==> src/pkg/unb_pkg.sv <==
// constants shared by the nine-bit serial port and its baud generator
package unb_pkg;
  // register offsets on the plain register port
  localparam logic [3:0] ADDR_CONTROL  = 4'h0; // serial_control
  localparam logic [3:0] ADDR_BUFFER   = 4'h1; // serial_buffer
  localparam logic [3:0] ADDR_BAUD     = 4'h2; // baud configuration
  localparam logic [3:0] ADDR_T1RELOAD = 4'h3; // timer1_reload_value
  localparam logic [3:0] ADDR_T2LOW    = 4'h4; // timer2_reload_low
  localparam logic [3:0] ADDR_T2HIGH   = 4'h5; // timer2_reload_high
  localparam logic [3:0] ADDR_STATUS   = 4'h6; // engine status, read only

  // serial_control field positions
  localparam int CTL_RX_DONE   = 0; // rx_done_flag
  localparam int CTL_TX_DONE   = 1; // tx_done_flag
  localparam int CTL_RX_NINTH  = 2; // rx_ninth_bit
  localparam int CTL_TX_NINTH  = 3; // tx_ninth_bit
  localparam int CTL_RX_EN     = 4; // receive_enable_bit
  localparam int CTL_MULTIPROC = 5; // multiproc_enable
  localparam int CTL_SHIFT     = 6; // fixed shift-rate pacing of transmit

  // baud configuration field positions
  localparam int BAUD_DOUBLE = 0; // baud_double
  localparam int BAUD_USE_T2 = 1; // timer 2 as baud source
  localparam int BAUD_T1FAST = 2; // timer 1 prescale 4 instead of 12

  // status field positions
  localparam int STAT_TX_BUSY = 0;
  localparam int STAT_RX_BUSY = 1;

  // reset values
  localparam logic [6:0]  RST_CONTROL  = 7'h00;
  localparam logic [2:0]  RST_BAUD     = 3'h0;
  localparam logic [7:0]  RST_T1RELOAD = 8'h00;
  localparam logic [15:0] RST_T2RELOAD = 16'h0000;

  // timing counts in oscillator clocks (last count value of each divider)
  localparam logic [3:0] T1_PRE_SLOW_LAST = 4'hb; // divide by 12
  localparam logic [3:0] T1_PRE_FAST_LAST = 4'h3; // divide by 4
  localparam logic [3:0] SHIFT_SLOW_LAST  = 4'hb; // divide by 12
  localparam logic [3:0] SHIFT_FAST_LAST  = 4'h3; // divide by 4
  localparam logic [7:0]  T1_MAX = 8'hff;
  localparam logic [15:0] T2_MAX = 16'hffff;

  // oversampling and frame layout
  localparam logic [3:0] OVS_LAST   = 4'hf; // divide by 16
  localparam logic [3:0] SAMPLE_A   = 4'h7; // three mid-bit samples
  localparam logic [3:0] SAMPLE_B   = 4'h8;
  localparam logic [3:0] SAMPLE_C   = 4'h9;
  localparam logic [3:0] FRAME_BITS = 4'hb; // 11 bits per frame
  localparam logic [3:0] NINTH_IDX  = 4'h9; // position of the ninth bit
  localparam logic [3:0] STOP_IDX   = 4'ha; // position of the stop bit
endpackage

==> src/design/unb_baud_gen.sv <==
// baud timers: timer overflow oversample tick and fixed shift-rate tick
`timescale 1ns/1ps
module unb_baud_gen
  import unb_pkg::*;
(
  input  wire logic        ref_clk,
  input  wire logic        rst_n,
  input  wire logic        t1Fast,
  input  wire logic        baudDouble,
  input  wire logic        useTimer2,
  input  wire logic        multiprocEnable,
  input  wire logic [7:0]  t1Reload,
  input  wire logic [15:0] t2Reload,
  output logic             ovsTick,
  output logic             shiftTick
);
  logic [3:0]  t1Pre_r;   // timer 1 prescaler
  logic [7:0]  t1Cnt_r;   // timer 1 8-bit auto-reload count
  logic        t2Ph_r;    // timer 2 runs at half the oscillator
  logic [15:0] t2Cnt_r;   // timer 2 16-bit auto-reload count
  logic        half_r;    // timer 1 overflow divide-by-two phase
  logic [3:0]  shCnt_r;   // shift-rate divider
  logic [3:0]  t1PreLast; // prescale end value
  logic [3:0]  shLast;    // shift divider end value
  logic        t1Inc;     // timer 1 count step
  logic        t1Ovf;     // timer 1 passes ff
  logic        t2Ovf;     // timer 2 passes ffff
  logic [7:0]  t1Seen_r;  // timer 1 reload in use, a new one restarts the count
  logic [15:0] t2Seen_r;  // timer 2 reload in use, a new one restarts the count
  logic        t1New;     // software changed the timer 1 reload
  logic        t2New;     // software changed the timer 2 reload

  // decode of divider ends and overflows
  always_comb begin
    t1PreLast = t1Fast ? T1_PRE_FAST_LAST : T1_PRE_SLOW_LAST;
    shLast    = multiprocEnable ? SHIFT_FAST_LAST : SHIFT_SLOW_LAST;
    t1Inc     = (t1Pre_r >= t1PreLast); // count left above a new end wraps at once
    t1Ovf     = t1Inc && (t1Cnt_r == T1_MAX);
    t2Ovf     = t2Ph_r && (t2Cnt_r == T2_MAX);
    t1New     = (t1Reload != t1Seen_r);
    t2New     = (t2Reload != t2Seen_r);
  end

  // timer 1: prescaled, reloads on overflow
  always_ff @(posedge ref_clk or negedge rst_n) begin
    if (!rst_n) begin
      t1Pre_r  <= 4'h0;
      t1Cnt_r  <= 8'h00;
      t1Seen_r <= RST_T1RELOAD;
    end else begin
      t1Seen_r <= t1Reload;
      if (t1New) begin
        // count is not software visible: a new reload restarts it at once
        t1Pre_r <= 4'h0;
        t1Cnt_r <= t1Reload;
      end else begin
        t1Pre_r <= t1Inc ? 4'h0 : t1Pre_r + 4'h1;
        if (t1Ovf) begin
          t1Cnt_r <= t1Reload;
        end else if (t1Inc) begin
          t1Cnt_r <= t1Cnt_r + 8'h01;
        end
      end
    end
  end

  // timer 2: oscillator over two, 16-bit reload gives fosc/(32*(65536-reload)) per bit
  always_ff @(posedge ref_clk or negedge rst_n) begin
    if (!rst_n) begin
      t2Ph_r   <= 1'b0;
      t2Cnt_r  <= 16'h0000;
      t2Seen_r <= RST_T2RELOAD;
    end else begin
      t2Ph_r   <= ~t2Ph_r;
      t2Seen_r <= t2Reload;
      if (t2New) begin
        // avoids a full 16-bit run from zero before the first overflow
        t2Cnt_r <= t2Reload;
      end else if (t2Ovf) begin
        t2Cnt_r <= t2Reload;
      end else if (t2Ph_r) begin
        t2Cnt_r <= t2Cnt_r + 16'h0001;
      end
    end
  end

  // overflow pulse selection; timer 1 halved unless doubling is set
  always_ff @(posedge ref_clk or negedge rst_n) begin
    if (!rst_n) begin
      half_r  <= 1'b0;
      ovsTick <= 1'b0;
    end else begin
      if (t1Ovf) begin
        half_r <= ~half_r;
      end
      if (useTimer2) begin
        ovsTick <= t2Ovf;
      end else begin
        ovsTick <= t1Ovf && (baudDouble || half_r);
      end
    end
  end

  // fixed shift-rate tick, fosc/12 or fosc/4
  always_ff @(posedge ref_clk or negedge rst_n) begin
    if (!rst_n) begin
      shCnt_r   <= 4'h0;
      shiftTick <= 1'b0;
    end else begin
      // a count above a newly smaller end wraps at once instead of running to 15
      shCnt_r   <= (shCnt_r >= shLast) ? 4'h0 : shCnt_r + 4'h1;
      shiftTick <= (shCnt_r >= shLast);
    end
  end
endmodule

==> src/design/unb_serial_port.sv <==
// nine-bit asynchronous serial port with register port and baud timers
// Contract
// - frame: start, 8 data LSB first, ninth, stop
// - transmit ninth bit comes from tx_ninth_bit
// - receive ninth bit to rx_ninth_bit; stop ignored
// - buffer write starts frame after next rollover
// - tx_done_flag set when stop bit driven
// - receive only when enabled, from falling edge
// - sixteen samples per bit at any rate
// - start edge resets receive divide-by-16 counter
// - bit value is majority of three mid samples
// - mid-stop check: rx_done_flag clear, multiproc condition
// - accept loads buffer, ninth bit, sets flag
// - after stop middle, return to idle
// - multiproc mode accepts only ninth bit one
// - shift rate fosc/12, or fosc/4 with multiproc
// - timer overflows divided by sixteen form bit
// - port may choose timer 1 or timer 2
// - baud_double skips timer 1 divide by two
// - timer 2 rate fosc/(32*(65536-reload))
`timescale 1ns/1ps
module unb_serial_port
  import unb_pkg::*;
(
  input  wire logic       ref_clk,
  input  wire logic       rst_n,
  input  wire logic [3:0] regAddr,
  input  wire logic [7:0] regWrData,
  input  wire logic       regWrite,
  input  wire logic       regRead,
  output logic      [7:0] regRdData,
  input  wire logic       rxdPin,
  output logic            txdPin
);
  typedef enum logic [0:0] {RX_IDLE, RX_FRAME} unb_rx_state_t;

  logic [6:0]    control_r;   // serial_control fields
  logic [2:0]    baud_r;      // baud configuration
  logic [7:0]    t1Reload_r;  // timer1_reload_value
  logic [15:0]   t2Reload_r;  // timer2_reload_high : timer2_reload_low
  logic [7:0]    rxBuf_r;     // received byte as read from serial_buffer
  logic [7:0]    txData_r;    // byte written for transmit
  logic          txPending_r; // write seen, waiting for rollover
  logic          txBusy_r;    // frame on the line
  logic [3:0]    txDiv_r;     // transmit divide-by-16
  logic [3:0]    txBit_r;     // next frame bit index
  logic [10:0]   txFrame_r;   // frame captured at start
  logic          txDoneSet_r; // pulse: stop bit now on pin
  logic          rxS1_r;      // pin synchroniser stage 1
  logic          rxS2_r;      // stage 2
  logic          rxS3_r;      // stage 3
  logic          rxLine_r;    // filtered receive level
  logic          rxPrev_r;    // previous filtered level
  unb_rx_state_t rxState_r;   // receive engine state
  logic [3:0]    rxDiv_r;     // receive divide-by-16
  logic [3:0]    rxBit_r;     // frame bit index being received
  logic [2:0]    rxVote_r;    // three mid-bit samples
  logic [8:0]    rxShift_r;   // data plus ninth bit
  logic          rxLoad_r;    // pulse: frame accepted
  logic          rxNinth_r;   // ninth bit of accepted frame
  logic          ovsTick;     // oversample tick from baud timers
  logic          shiftTick;   // fixed shift-rate tick
  logic          txBoundary;  // transmit bit boundary
  logic          rxMajority;  // vote result
  logic          rxAccept;    // acceptance at mid-stop
  logic [10:0]   frameNext;   // frame to send

  // baud timers
  unb_baud_gen u_baud (
    .ref_clk         (ref_clk),
    .rst_n           (rst_n),
    .t1Fast          (baud_r[BAUD_T1FAST]),
    .baudDouble      (baud_r[BAUD_DOUBLE]),
    .useTimer2       (baud_r[BAUD_USE_T2]),
    .multiprocEnable (control_r[CTL_MULTIPROC]),
    .t1Reload        (t1Reload_r),
    .t2Reload        (t2Reload_r),
    .ovsTick         (ovsTick),
    .shiftTick       (shiftTick)
  );

  // combinational helpers for both engines
  always_comb begin
    // bit boundary: rollover of divide-by-16, or the fixed shift rate
    if (control_r[CTL_SHIFT]) begin
      txBoundary = shiftTick;
    end else begin
      txBoundary = ovsTick && (txDiv_r == OVS_LAST);
    end
    // two of three samples decide the bit
    rxMajority = (rxVote_r[0] & rxVote_r[1]) | (rxVote_r[0] & rxVote_r[2])
               | (rxVote_r[1] & rxVote_r[2]);
    // flag clear and, in multiprocessor mode, ninth bit high
    rxAccept = !control_r[CTL_RX_DONE]
             && (!control_r[CTL_MULTIPROC] || rxShift_r[8]);
    // stop, ninth, data LSB first, start
    frameNext = {1'b1, control_r[CTL_TX_NINTH], txData_r, 1'b0};
  end

  // register writes and flag handling; hardware set beats software clear
  always_ff @(posedge ref_clk or negedge rst_n) begin
    if (!rst_n) begin
      control_r  <= RST_CONTROL;
      baud_r     <= RST_BAUD;
      t1Reload_r <= RST_T1RELOAD;
      t2Reload_r <= RST_T2RELOAD;
    end else begin
      if (regWrite) begin
        unique case (regAddr)
          ADDR_CONTROL:  control_r  <= regWrData[6:0];
          ADDR_BAUD:     baud_r     <= regWrData[2:0];
          ADDR_T1RELOAD: t1Reload_r <= regWrData;
          ADDR_T2LOW:    t2Reload_r[7:0]  <= regWrData;
          ADDR_T2HIGH:   t2Reload_r[15:8] <= regWrData;
          default: ;     // buffer write taken by the transmit block; unmapped or read-only, ignored
        endcase
      end
      // completion of transmit
      if (txDoneSet_r) begin
        control_r[CTL_TX_DONE] <= 1'b1;
      end
      // accepted frame updates ninth bit and flag
      if (rxLoad_r) begin
        control_r[CTL_RX_DONE]  <= 1'b1;
        control_r[CTL_RX_NINTH] <= rxNinth_r;
      end
    end
  end

  // register reads, data one cycle after the strobe
  always_ff @(posedge ref_clk or negedge rst_n) begin
    if (!rst_n) begin
      regRdData <= 8'h00;
    end else if (regRead) begin
      unique case (regAddr)
        ADDR_CONTROL:  regRdData <= {1'b0, control_r};
        ADDR_BUFFER:   regRdData <= rxBuf_r;
        ADDR_BAUD:     regRdData <= {5'h00, baud_r};
        ADDR_T1RELOAD: regRdData <= t1Reload_r;
        ADDR_T2LOW:    regRdData <= t2Reload_r[7:0];
        ADDR_T2HIGH:   regRdData <= t2Reload_r[15:8];
        ADDR_STATUS:   regRdData <= {6'h00, (rxState_r == RX_FRAME), txBusy_r};
        default:       regRdData <= 8'h00; // unmapped reads zero
      endcase
    end else begin
      regRdData <= 8'h00;
    end
  end

  // transmit divide-by-16, free running on the oversample tick
  always_ff @(posedge ref_clk or negedge rst_n) begin
    if (!rst_n) begin
      txDiv_r <= 4'h0;
    end else if (ovsTick) begin
      txDiv_r <= txDiv_r + 4'h1;
    end
  end

  // buffer write captures byte and arms a transmission
  always_ff @(posedge ref_clk or negedge rst_n) begin
    if (!rst_n) begin
      txData_r    <= 8'h00;
      txPending_r <= 1'b0;
    end else begin
      if (regWrite && (regAddr == ADDR_BUFFER)) begin
        txData_r    <= regWrData;
        txPending_r <= 1'b1;
      end else if (txBoundary && !txBusy_r) begin
        txPending_r <= 1'b0;
      end
    end
  end

  // transmit shifter: one frame bit per boundary
  always_ff @(posedge ref_clk or negedge rst_n) begin
    if (!rst_n) begin
      txdPin      <= 1'b1;
      txBusy_r    <= 1'b0;
      txBit_r     <= 4'h0;
      txFrame_r   <= 11'h7ff;
      txDoneSet_r <= 1'b0;
    end else begin
      txDoneSet_r <= 1'b0;
      if (txBoundary) begin
        if (!txBusy_r) begin
          // start bit only after rollover that follows the write
          if (txPending_r && !(regWrite && (regAddr == ADDR_BUFFER))) begin
            txFrame_r <= frameNext;
            txdPin    <= 1'b0;
            txBit_r   <= 4'h1;
            txBusy_r  <= 1'b1;
          end
        end else if (txBit_r == FRAME_BITS) begin
          // stop bit period over, line stays high
          txBusy_r <= 1'b0;
          txBit_r  <= 4'h0;
          txdPin   <= 1'b1;
        end else begin
          txdPin  <= txFrame_r[txBit_r];
          txBit_r <= txBit_r + 4'h1;
          if (txBit_r == STOP_IDX) begin
            txDoneSet_r <= 1'b1;
          end
        end
      end
    end
  end

  // receive pin: three flops, change taken once stages two and three agree
  always_ff @(posedge ref_clk or negedge rst_n) begin
    if (!rst_n) begin
      rxS1_r   <= 1'b1;
      rxS2_r   <= 1'b1;
      rxS3_r   <= 1'b1;
      rxLine_r <= 1'b1;
      rxPrev_r <= 1'b1;
    end else begin
      rxS1_r   <= rxdPin;
      rxS2_r   <= rxS1_r;
      rxS3_r   <= rxS2_r;
      rxPrev_r <= rxLine_r;
      if (rxS2_r == rxS3_r) begin
        rxLine_r <= rxS3_r;
      end
    end
  end

  // receive engine
  always_ff @(posedge ref_clk or negedge rst_n) begin
    if (!rst_n) begin
      rxState_r <= RX_IDLE;
      rxDiv_r   <= 4'h0;
      rxBit_r   <= 4'h0;
      rxVote_r  <= 3'h7;
      rxShift_r <= 9'h000;
      rxLoad_r  <= 1'b0;
      rxNinth_r <= 1'b0;
    end else begin
      rxLoad_r <= 1'b0;
      unique case (rxState_r)
        RX_IDLE: begin
          // high line is idle; a falling edge opens a frame
          if (control_r[CTL_RX_EN] && rxPrev_r && !rxLine_r) begin
            rxDiv_r   <= 4'h0;
            rxBit_r   <= 4'h0;
            rxState_r <= RX_FRAME;
          end
        end
        RX_FRAME: begin
          if (ovsTick) begin
            rxDiv_r <= rxDiv_r + 4'h1;
            // collect three consecutive mid-bit samples
            if (rxDiv_r == SAMPLE_A || rxDiv_r == SAMPLE_B) begin
              rxVote_r <= {rxVote_r[1:0], rxLine_r};
            end
            if (rxDiv_r == SAMPLE_C) begin
              rxVote_r <= {rxVote_r[1:0], rxLine_r};
            end
            // decide the bit one tick after the third sample
            if (rxDiv_r == SAMPLE_C + 4'h1) begin
              if (rxBit_r == 4'h0) begin
                // start bit read high: glitch, back to idle
                if (rxMajority) begin
                  rxState_r <= RX_IDLE;
                end
              end else if (rxBit_r == STOP_IDX) begin
                // stop value itself is not checked
                if (rxAccept) begin
                  rxLoad_r  <= 1'b1;
                  rxNinth_r <= rxShift_r[8];
                end
                rxState_r <= RX_IDLE;
              end else begin
                // data LSB first, ninth bit ends in the top position
                rxShift_r <= {rxMajority, rxShift_r[8:1]};
              end
              rxBit_r <= rxBit_r + 4'h1;
            end
          end
        end
      endcase
    end
  end

  // received byte into serial_buffer only on acceptance
  always_ff @(posedge ref_clk or negedge rst_n) begin
    if (!rst_n) begin
      rxBuf_r <= 8'h00;
    end else if (rxLoad_r) begin
      rxBuf_r <= rxShift_r[7:0];
    end
  end
endmodule

==> config.mk <==
export PLATFORM = sky130hd
export DESIGN_NAME = unb_serial_port
export DESIGN_NICKNAME = d
export VERILOG_FILES = /design/src/pkg/unb_pkg.sv /design/src/design/unb_baud_gen.sv /design/src/design/unb_serial_port.sv
export SDC_FILE = /design/constraint.sdc
export NUM_CORES = 1
export LEC_CHECK = 0
export BUFFER_PORTS_ARGS = -buffer_cell sky130_fd_sc_hd__buf_2
export CORE_UTILIZATION = 48
export DETAILED_ROUTE_END_ITERATION = 8
export PLACE_DENSITY = 0.72
export SETUP_SLACK_MARGIN = 0.3
export SYNTH_ARGS = -nofsm -noshare
export SYNTH_HDL_FRONTEND = slang
export SYNTH_SLANG_ARGS = --single-unit
==> constraint.sdc <==
create_clock -name ref_clk -period 2.45 [get_ports ref_clk]
set_input_delay 0 -clock ref_clk [delete_from_list [all_inputs] [get_ports ref_clk]]
set_output_delay 0 -clock ref_clk [all_outputs]
set_load 0.05 [all_outputs]
---- Word-level counts from Yosys, hierarchy flattened ----
Index checks and enable logic that the tools add are counted.
W data, S select, Z words.
word-level totals
  word-level logic and storage cells ...... 184
  RAM bits ................................ 0
  bits in read-only memories .............. 0
  input port bits ......................... 17
  memories kept ........................... 0
  latch bits .............................. 0
  register bits after elaboration ......... 168
cells by class
  eq/ne operators ......................... 22
  muxes and demuxes ....................... 58
  reductions and logical operators ........ 43
  shift-type cells ........................ 0
  $mul .................................... 0
  divide/modulo/power cells ............... 0
  $lt $le $gt $ge ......................... 3
  bitwise logic cells ..................... 11
  add/sub/neg operators ................... 8
operator list
  kind                     number
  $pmux W8 S7              1
  $mux W16                 3
  $mux W4                  12
  $mux W8                  4
  $mux W1                  30
  $eq A4 B4 Y1 const B     7
  $add A4 B1 Y4 const B    6
  $reduce_and A2 Y1        9
  $add A16 B1 Y16 const B  1
  $eq A16 B16 Y1 const B   1
  $eq A4 B3 Y1 const B     4
  $ne A16 B16 Y1           1
  $pmux W4 S2              2
  $reduce_bool A2 Y1       7
  $mux W3                  4
  $logic_and A1 B1 Y1      10
  $reduce_and A3 Y1        3
  $add A8 B1 Y8 const B    1
  $eq A4 B2 Y1 const B     2
  $eq A8 B8 Y1 const B     1
  $ge A4 B4 Y1             2
  $logic_not A4 Y1         2
  $ne A8 B8 Y1             1
  $not A1 Y1               6
  other kinds (14)         25

---- Logic depth before layout (Yosys ltp) ----
Gate-level depths: netlist of the first run.
  depth in word-level cells ............... 9
  depth in mapped cells ................... 8

---- Modules after synthesis ----
Synthesis of the first run repeated with hierarchy kept, for this count alone.
second synthesis, totals
  cells, all modules ...................... 619
  area total of the unflattened synthesis .. 7544.7 um2
modules (own cells, without submodules)
  module           seq. area each (um2)  area an instance (um2)  cells an instance  instances
  unb_serial_port  2726.4                4762.1                  354                1
  unb_baud_gen     1501.4                2782.7                  265                1

---- Least setup slack after synthesis of the first run ----
No wires, ideal clock.
  path type ............................... reg2reg
  from .................................... reg u_baud.t1Pre_r[0]
  to ...................................... reg u_baud.t1Cnt_r[5]
  period minus slack after synthesis ...... 1.823 ns
  cell stages (with the launch flop) ...... 6
  data arrival time ....................... 1.698 ns
  setup slack ............................. 0.627 ns
  required time ........................... 2.325 ns
  cells stage by stage .................... dfrtp_1 ha_1 o21a_1 o2111ai_1 and2_1 mux2_2
on the way
  longest elaborated chain between the ends .. 4
  elaborated cells between the ends (all ways) .. 5
  classes of those cells .................. order compare: 1; mux: 2; reduce/logical: 2
RTL lines
  what                      line                source
  start: declaration        unb_baud_gen.sv:17  logic [3:0] t1Pre_r;
  start signal: assignment  unb_baud_gen.sv:57  t1Pre_r <= t1Inc ? 4'h0 : t1Pre_r + 4'h1;
  $ge A4 B4 Y1 *            unb_baud_gen.sv:37  t1Inc = (t1Pre_r >= t1PreLast);
  $logic_and A1 B1 Y1       unb_baud_gen.sv:38  t1Ovf = t1Inc && (t1Cnt_r == T1_MAX);
  $mux W8                   unb_baud_gen.sv:58  if (t1Ovf) begin
  $mux W8                   unb_baud_gen.sv:52  if (t1New) begin
  end signal: assignment    unb_baud_gen.sv:55  t1Cnt_r <= t1Reload;
  end signal: assignment    unb_baud_gen.sv:59  t1Cnt_r <= t1Reload;
  end signal: assignment    unb_baud_gen.sv:61  t1Cnt_r <= t1Cnt_r + 8'h01;
  end: declaration          unb_baud_gen.sv:18  logic [7:0] t1Cnt_r;
Every way passes the cells marked *; elsewhere a longest branch is shown, timed or not.
A chain may end at the register's enable or synchronous reset.

---- Worst setup path after layout of the first run ----
  from .................................... reg t2Reload_r[12]
  to ...................................... reg u_baud.t2Cnt_r[4]
on the way
  longest elaborated chain between the ends .. 2
  elaborated cells between the ends (all ways) .. 3
  classes of those cells .................. eq/ne: 1; mux: 1; reduce/logical: 1
RTL lines
  what                                                             line                    source
  start: declaration                                               unb_serial_port.sv:40   logic [15:0] t2Reload_r;
  start signal: assignment                                         unb_serial_port.sv:114  ADDR_T2HIGH: t2Reload_r[15:8] <= regWrData;
  $ne A16 B16 Y1 *                                                 unb_baud_gen.sv:41      t2New = (t2Reload != t2Seen_r);
  $reduce_bool A3 Y1 (no line) / $mux W16 (equally long branches)  -
  end signal: assignment                                           unb_baud_gen.sv:78      t2Cnt_r <= t2Reload;
  end signal: assignment                                           unb_baud_gen.sv:80      t2Cnt_r <= t2Reload;
  end signal: assignment                                           unb_baud_gen.sv:82      t2Cnt_r <= t2Cnt_r + 16'h0001;
  end: declaration                                                 unb_baud_gen.sv:20      logic [15:0] t2Cnt_r;
Marks and branches as above.

==> out/summary.txt, run 1 <==
Cell Chain, Critical Path - xor2_1, nor4_2, nand4_1, nor2_4, buf_4, mux2_2
Synthesized instance count - 591
# nets final - 667
Max frequency - 482 MHz
Synth warn - 0
Hold Vio Cnt, Final - 0
Htree depth - 4
Initial Utilization - 0.495
Core ar. - 0.0153 sq mm
Critical path's top delay family - simple AND/OR/NAND/NOR gates
CP bufs+invs - 1
Max-cap violations - 0
Routed Antenna Nets - 0
Status - complete, no violations
Synth Area in XOR/XNOR - 0.0580
GRT Residual Overflow - 0
Share of cells above drive strength 1 - 0.284
Via Count - 4823
Minimum clock period - 2.07 ns
Starting DRT DRC Count - 372
RSZ-0062 raised after global routing - no
Asr flop ratio synth - 1.00
Final instance area - 0.00865 sq mm
DRC Markers - 0
Area growth from synthesis to layout - 14.6%
TritonRoute pass-1 iters - 4
Compound-cell area share of the yosys netlist - 0.0794
Count leader, synth - dfrtp_1
Post-synthesis simple-gate area fraction - 0.104
CTS tree - built
EDFF count, synth - 0
Routed length per placed instance - 18.7 um
GRT Util Overall - 0.216
Avg Cell Area, Syn - 12.8 sq um
Final WL - 16000 um
Placed cell areas - 0.00790 sq mm
Clk_lat worst skew - 0.43 ns
# diodes - 0
Worst Setup End Kind - register
First-pass GRT wire length - 26300 um
Slowest cell on crit path - dfrtp_1
Max FO, Critical Path - 8
Unique cell type count in the Yosys netlist - 59
Clock Path Buffers - 2
Final clock period utilization by the worst path - 0.847
Pwr dens - 938 mW/mm^2
Largest cells by area after synthesis - dfrtp_1, mux2_2, dfstp_2
Synth area leader - dfrtp_1
Synth Flop Type - dfrtp_1
Mapped Nets - 624
Die Y - 127 um
Reg2Reg Setup Slack - 0.38 ns
Largest net degree at the start of global routing - 81
# rows - 45
Setup-failing EPs final - 0
Max-slew violation count - 0
Vias per Instance - 5.62
Vias in the first global route - 5005
Arr. time, crit path - 2.38 ns
Die width - 127 um
Post-CTS Repair Setup Buffers - 0
Main combinational cell family by area after synthesis - multiplexers
Worst VDD drop - 0.574 mV
I/O pin count - 26
Total leakage power - 3.85 nW
Slew HR - 0.507
Setup TNS - 0 ns
Most common library cells after synthesis - dfrtp_1, mux2_2, nand2_1, xnor2_1, nor2_1
Sequential area share after synthesis - 0.560
Clock skew - 0.00950 ns
Worst Max-Slew Pin Slew - 0.739 ns
HP Class - primary input to register
Num Clock Sinks - 168
Clk slew on worst S/H paths - 0.06 ns
PortBufs - 25
Worst EP required - 2.76 ns
DP Wirelength - 11100 um
CP max stage delay - 0.45 ns
Multiplexer share of the synthesized area - 0.148
Synthesized cell area - 0.00755 sq mm
DIE AREA - 0.0162 sq mm
Share of the synthesized area in the top cell type - 0.494
Setup CP Type - register to register
CTS Buf Count - 17
CTS Root Buffer Type - clkbuf_16
Placer congestion estimate - 0.837
Post-synthesis sequential element count - 168
Hold Slack - 0.114 ns
Critical path startpoint category - register
Antenna violations before repair - 3
Synthesized-area fraction occupied by adder cells - 0.0292
-- logic make-up (layout without fill, tap and decap cells) --
group	after synthesis	in the layout
AOI/OAI and AO/OA	86	86
muxes	93	93
xor gates and xnor gates	50	50
and+or+nand+nor	144	144
adders and majority gates	18	18
buffers and inverters	32	88
DFF	168	168
-- state kept, by name, summed over array words and instances, names as in the netlist, 3 cells and up --
signal / count
rxBit_r: 4
txBit_r: 4
txDiv_r: 4
u_baud.t1Pre_r: 4
txData_r: 8
u_baud.shCnt_r: 4
u_baud.t2Cnt_r: 16
rxVote_r: 3
u_baud.t1Cnt_r: 8
u_baud.t1Seen_r: 8
t2Reload_r: 16
txFrame_r: 10
rxShift_r: 9
rxDiv_r: 4
t1Reload_r: 8
baud_r: 3
rxBuf_r: 8
regRdData: 8
control_r: 7
u_baud.t2Seen_r: 16
-- cells in the final DEF, fill, tap and decap left out, drive strengths merged, types with 8 or more instances in the layout --
| master | count |
|---|---|
| dfrtp | 149 |
| mux2 | 87 |
| nand2 | 44 |
| buf | 32 |
| xnor2 | 27 |
| nor2 | 25 |
| xor2 | 23 |
| clkbuf | 23 |
| o21ai | 22 |
| dfstp | 19 |
| ha | 16 |
| and3 | 16 |
| nand3 | 16 |
| a21oi | 15 |
| inv | 14 |
| a22oi | 11 |
| nand4 | 10 |
| dlygate4sd3 | 10 |
| nor4 | 8 |
-- tightest hold or removal path, stage by stage --
cell	delay, ns
buf_2	0.22
and3_1	0.19
a211o_1	0.09
-- report_power, final --
| group | internal, mW | leakage [nW] | switching (mW) |
|---|---|---|---|
| sequential | 3.36 | 2.09 | 0.558 |
| combinational | 0.698 | 1.46 | 0.628 |
| clock | 1.83 | 0.301 | 1.04 |
| total | 5.89 | 3.85 | 2.23 |
-- cell type report --
cell class / instances / area [sq um]
clock buffers: 23 / 458
clock inverters: 9 / 175
fillers: 1219 / 6610
inverters: 14 / 52.6
multi-input cells: 391 / 3180
flip-flops and latches: 168 / 4230
well taps: 211 / 264
repair buffers: 42 / 297
-- metrics by stage --
stage	util	power [mW]	instances	setup WS (ns)
after floorplan	-	4.78	591	0.627
after global placement	0.518	5.13	816	0.484
after detailed placement	0.518	5.23	816	0.403
after CTS	0.566	8.14	858	0.375
after global routing	0.567	8.49	858	0.313
final	0.567	8.12	858	0.376
-- per-layer routing --
layer  vias to the layer above  GRT usage  share of wire
li1                       2221          -              -
met1                      2468      0.277           0.45
met2                        99      0.353           0.49
met3                        31     0.0511          0.041
met4                         4     0.0889          0.022
met5                         -          0         0.0014
-- path summary, 6_finish.rpt --
kind	start	end	cells after the start
max in group asynchronous	rst_n	u_baud.t1Seen_r[2]	3
max reg2reg	t2Reload_r[12]	u_baud.t2Cnt_r[4]	6
min reg2reg	rxS1_r	rxS2_r	0
max	t2Reload_r[12]	u_baud.t2Cnt_r[4]	6
min	regWrite	control_r[0]	3
min in group asynchronous	rst_n	u_baud.t2Ph_r	2
-- timing repair --
action,CTS,global route
endpoints found under the hold margin,110,0
hold buffers,10,0
endpoints found under the setup margin,0,16
gates resized for setup,0,3
Power figures use the tool's default switching activity.
==> run 2, diff against run 1 <==
--- a/config.mk
+++ b/config.mk
@@ -8,7 +8,7 @@
 export BUFFER_PORTS_ARGS = -buffer_cell sky130_fd_sc_hd__buf_2
 export CORE_UTILIZATION = 48
 export DETAILED_ROUTE_END_ITERATION = 8
-export PLACE_DENSITY = 0.72
+export PLACE_DENSITY = 0.75
 export SETUP_SLACK_MARGIN = 0.3
 export SYNTH_ARGS = -nofsm -noshare
 export SYNTH_HDL_FRONTEND = slang
==> constraint.sdc (replaced) <==
create_clock -name ref_clk -period 1.8 [get_ports ref_clk]
set_input_delay 0 -clock ref_clk [delete_from_list [all_inputs] [get_ports ref_clk]]
set_output_delay 0 -clock ref_clk [all_outputs]
set_load 0.05 [all_outputs]
==> run 2 against run 1 <==
Compared with the run above: the run now ends with setup timing left; combinational power up 120%; sequential power up 34%; clock skew up 0.00094 ns; flip-flop and latch count unchanged; first-iteration DRC count up 0.27%; power up 48%; register-to-register slack worse by 0.39 ns; setup slack worse by 0.39 ns; wire length up 20%; utilization up 8.9 points; worst hold slack worse by 0.074 ns; largest cell class unchanged; highest routed layer is now met4.
==> out/summary.txt, run 2 (same netlist as run 1, synthesis figures left out) <==
Top Registers - t2Reload_r: 16 flops, u_baud.t2Cnt_r: 16 flops, u_baud.t2Seen_r: 16 flops
Clock Path Buffers - 2
Htree depth - 4
Cell Chain, Critical Path - xor2_1, nor4_2, nand4_1, nor2_4, buf_12, mux2_4
DP Wirelength - 11800 um
Worst Setup End Kind - register
HP Class - primary input to register
Clock skew - 0.0104 ns
CP max stage delay - 0.40 ns
Clk slew on worst S/H paths - 0.06 ns
GRT Util Overall - 0.243
Worst EP required - 2.11 ns
Routed Antenna Nets - 0
Layout Utilization - 0.656
Total leakage power - 4.49 nW
Vias in the first global route - 5623
Worst hold start - regWrite
Final clock period utilization by the worst path - 1.01
Worst VDD drop - 0.795 mV
Setup CP Type - register to register
Hold Vio Cnt, Final - 0
I/O pin count - 26
Clk_lat worst skew - 0.43 ns
Minimum clock period - 1.82 ns
Max frequency - 550 MHz
Hold Slack - 0.0393 ns
Initial Utilization - 0.495
Num Clock Sinks - 168
FF-to-FF path depth - 6
Setup-failing EPs final - 16
# nets final - 763
Hold Crit Depth - 3
# diodes - 0
Pwr dens - 1200 mW/mm^2
CTS tree - built
Placer congestion estimate - 0.894
Share of cells above drive strength 1 - 0.464
RSZ-0062 raised after global routing - yes
PortBufs - 25
Die Y - 127 um
Max-slew violation count - 0
TritonRoute pass-1 iters - 8
Routed length per placed instance - 20.1 um
Vias per Instance - 5.64
Via Count - 5384
Slowest cell on crit path - dfrtp_1
Status - complete, but fails checks
DIE AREA - 0.0162 sq mm
Worst R2R End - u_baud.t2Cnt_r[14]
Cell Count Post-Placement - 860
Die width - 127 um
Worst Max-Slew Pin Slew - 0.564 ns
Antenna violations before repair - 1
WHS Endpoint - control_r[0]
Arr. time, crit path - 2.13 ns
Largest net degree at the start of global routing - 58
Commonest non-fill, non-tap cell in the layout - dfrtp_1
Starting DRT DRC Count - 373
CTS Root Buffer Type - clkbuf_16
Reg2Reg Launch Point - t2Reload_r[3]
Max FO, Critical Path - 15
Place WS - -0.0759 ns
GRT Residual Overflow - 0
First-pass GRT wire length - 29600 um
Most frequent cells in the layout - dfrtp_1, buf_4, mux2_2
Layout Cells excl Fill - 954
Reg2Reg Setup Slack - -0.02 ns
Final WL - 19200 um
Final Power - 12.0 mW
Slew HR - 0.624
Fillers - 1023
Core ar. - 0.0153 sq mm
Final WS setup - -0.0193 ns
DRC Markers - 0
Critical path startpoint category - register
Failing checks - setup timing
Max-cap violations - 0
CTS Buf Count - 17
# rows - 45
Area growth from synthesis to layout - 32.6%
[run 2: worst max-delay path: cells and delay by family, from the launching register on]
family / cells / cell delay, ns
DFF: 1 / 0.40
and+or+nand+nor: 3 / 0.63
buffers and inverters: 1 / 0.18
xor gates and xnor gates: 1 / 0.17
muxes: 1 / 0.31
[run 2: metrics by stage]
| stage | instance area, sq um | setup TNS (ns) |
|---|---|---|
| finish | 10000 | -0.137 |
| global route | 10000 | -2.73 |
| CTS | 9610 | -0.394 |
| detailed placement | 8360 | -0.786 |
| global placement | 8360 | -0.509 |
| floorplan | 7690 | 0 |
[run 2: how the worst max path moves through the flow]
stage / end / from / depth (start not counted)
floorplan: u_baud.t2Cnt_r[10] / t2Reload_r[1] / 6
global placement: u_baud.t2Cnt_r[0] / t2Reload_r[1] / 6
detailed placement: u_baud.t2Cnt_r[0] / t2Reload_r[1] / 6
CTS: u_baud.t2Cnt_r[2] / t2Reload_r[1] / 6
global route: u_baud.t2Cnt_r[14] / t2Reload_r[12] / 6
finish: u_baud.t2Cnt_r[14] / t2Reload_r[3] / 6
[run 2: area by class of cell]
cell class,instances,area (sq um),share of cell area
flip-flops and latches,168,4230,0.423
inverters,14,52.6,0.00525
repair buffers,137,1130,0.113
clock buffers,24,472,0.0471
multi-input cells,392,3710,0.371
clock inverters,8,146,0.0146
well taps,211,264,0.0264
[run 2: timing repair]
item                                    in CTS  in global routing
pin swaps                                   32                 31
gates cloned                                 2                  1
hold buffers                                10                  0
gates resized for setup                     65                 59
endpoints found under the setup margin      58                 61
endpoints found under the hold margin      130                  0
setup buffers                               30                 19
[run 2: per-layer routing]
layer	global-route usage	wire, um
met4	0.108	700
met3	0.0540	712
met5	0	0
met2	0.415	10000
met1	0.295	7780
[run 2: power breakdown]
group | total (mW) | switching, mW | internal [mW]
clock network | 3.86 | 1.47 | 2.40
logic | 2.89 | 1.39 | 1.49
registers | 5.25 | 0.667 | 4.58
total | 12.0 | 3.53 | 8.47
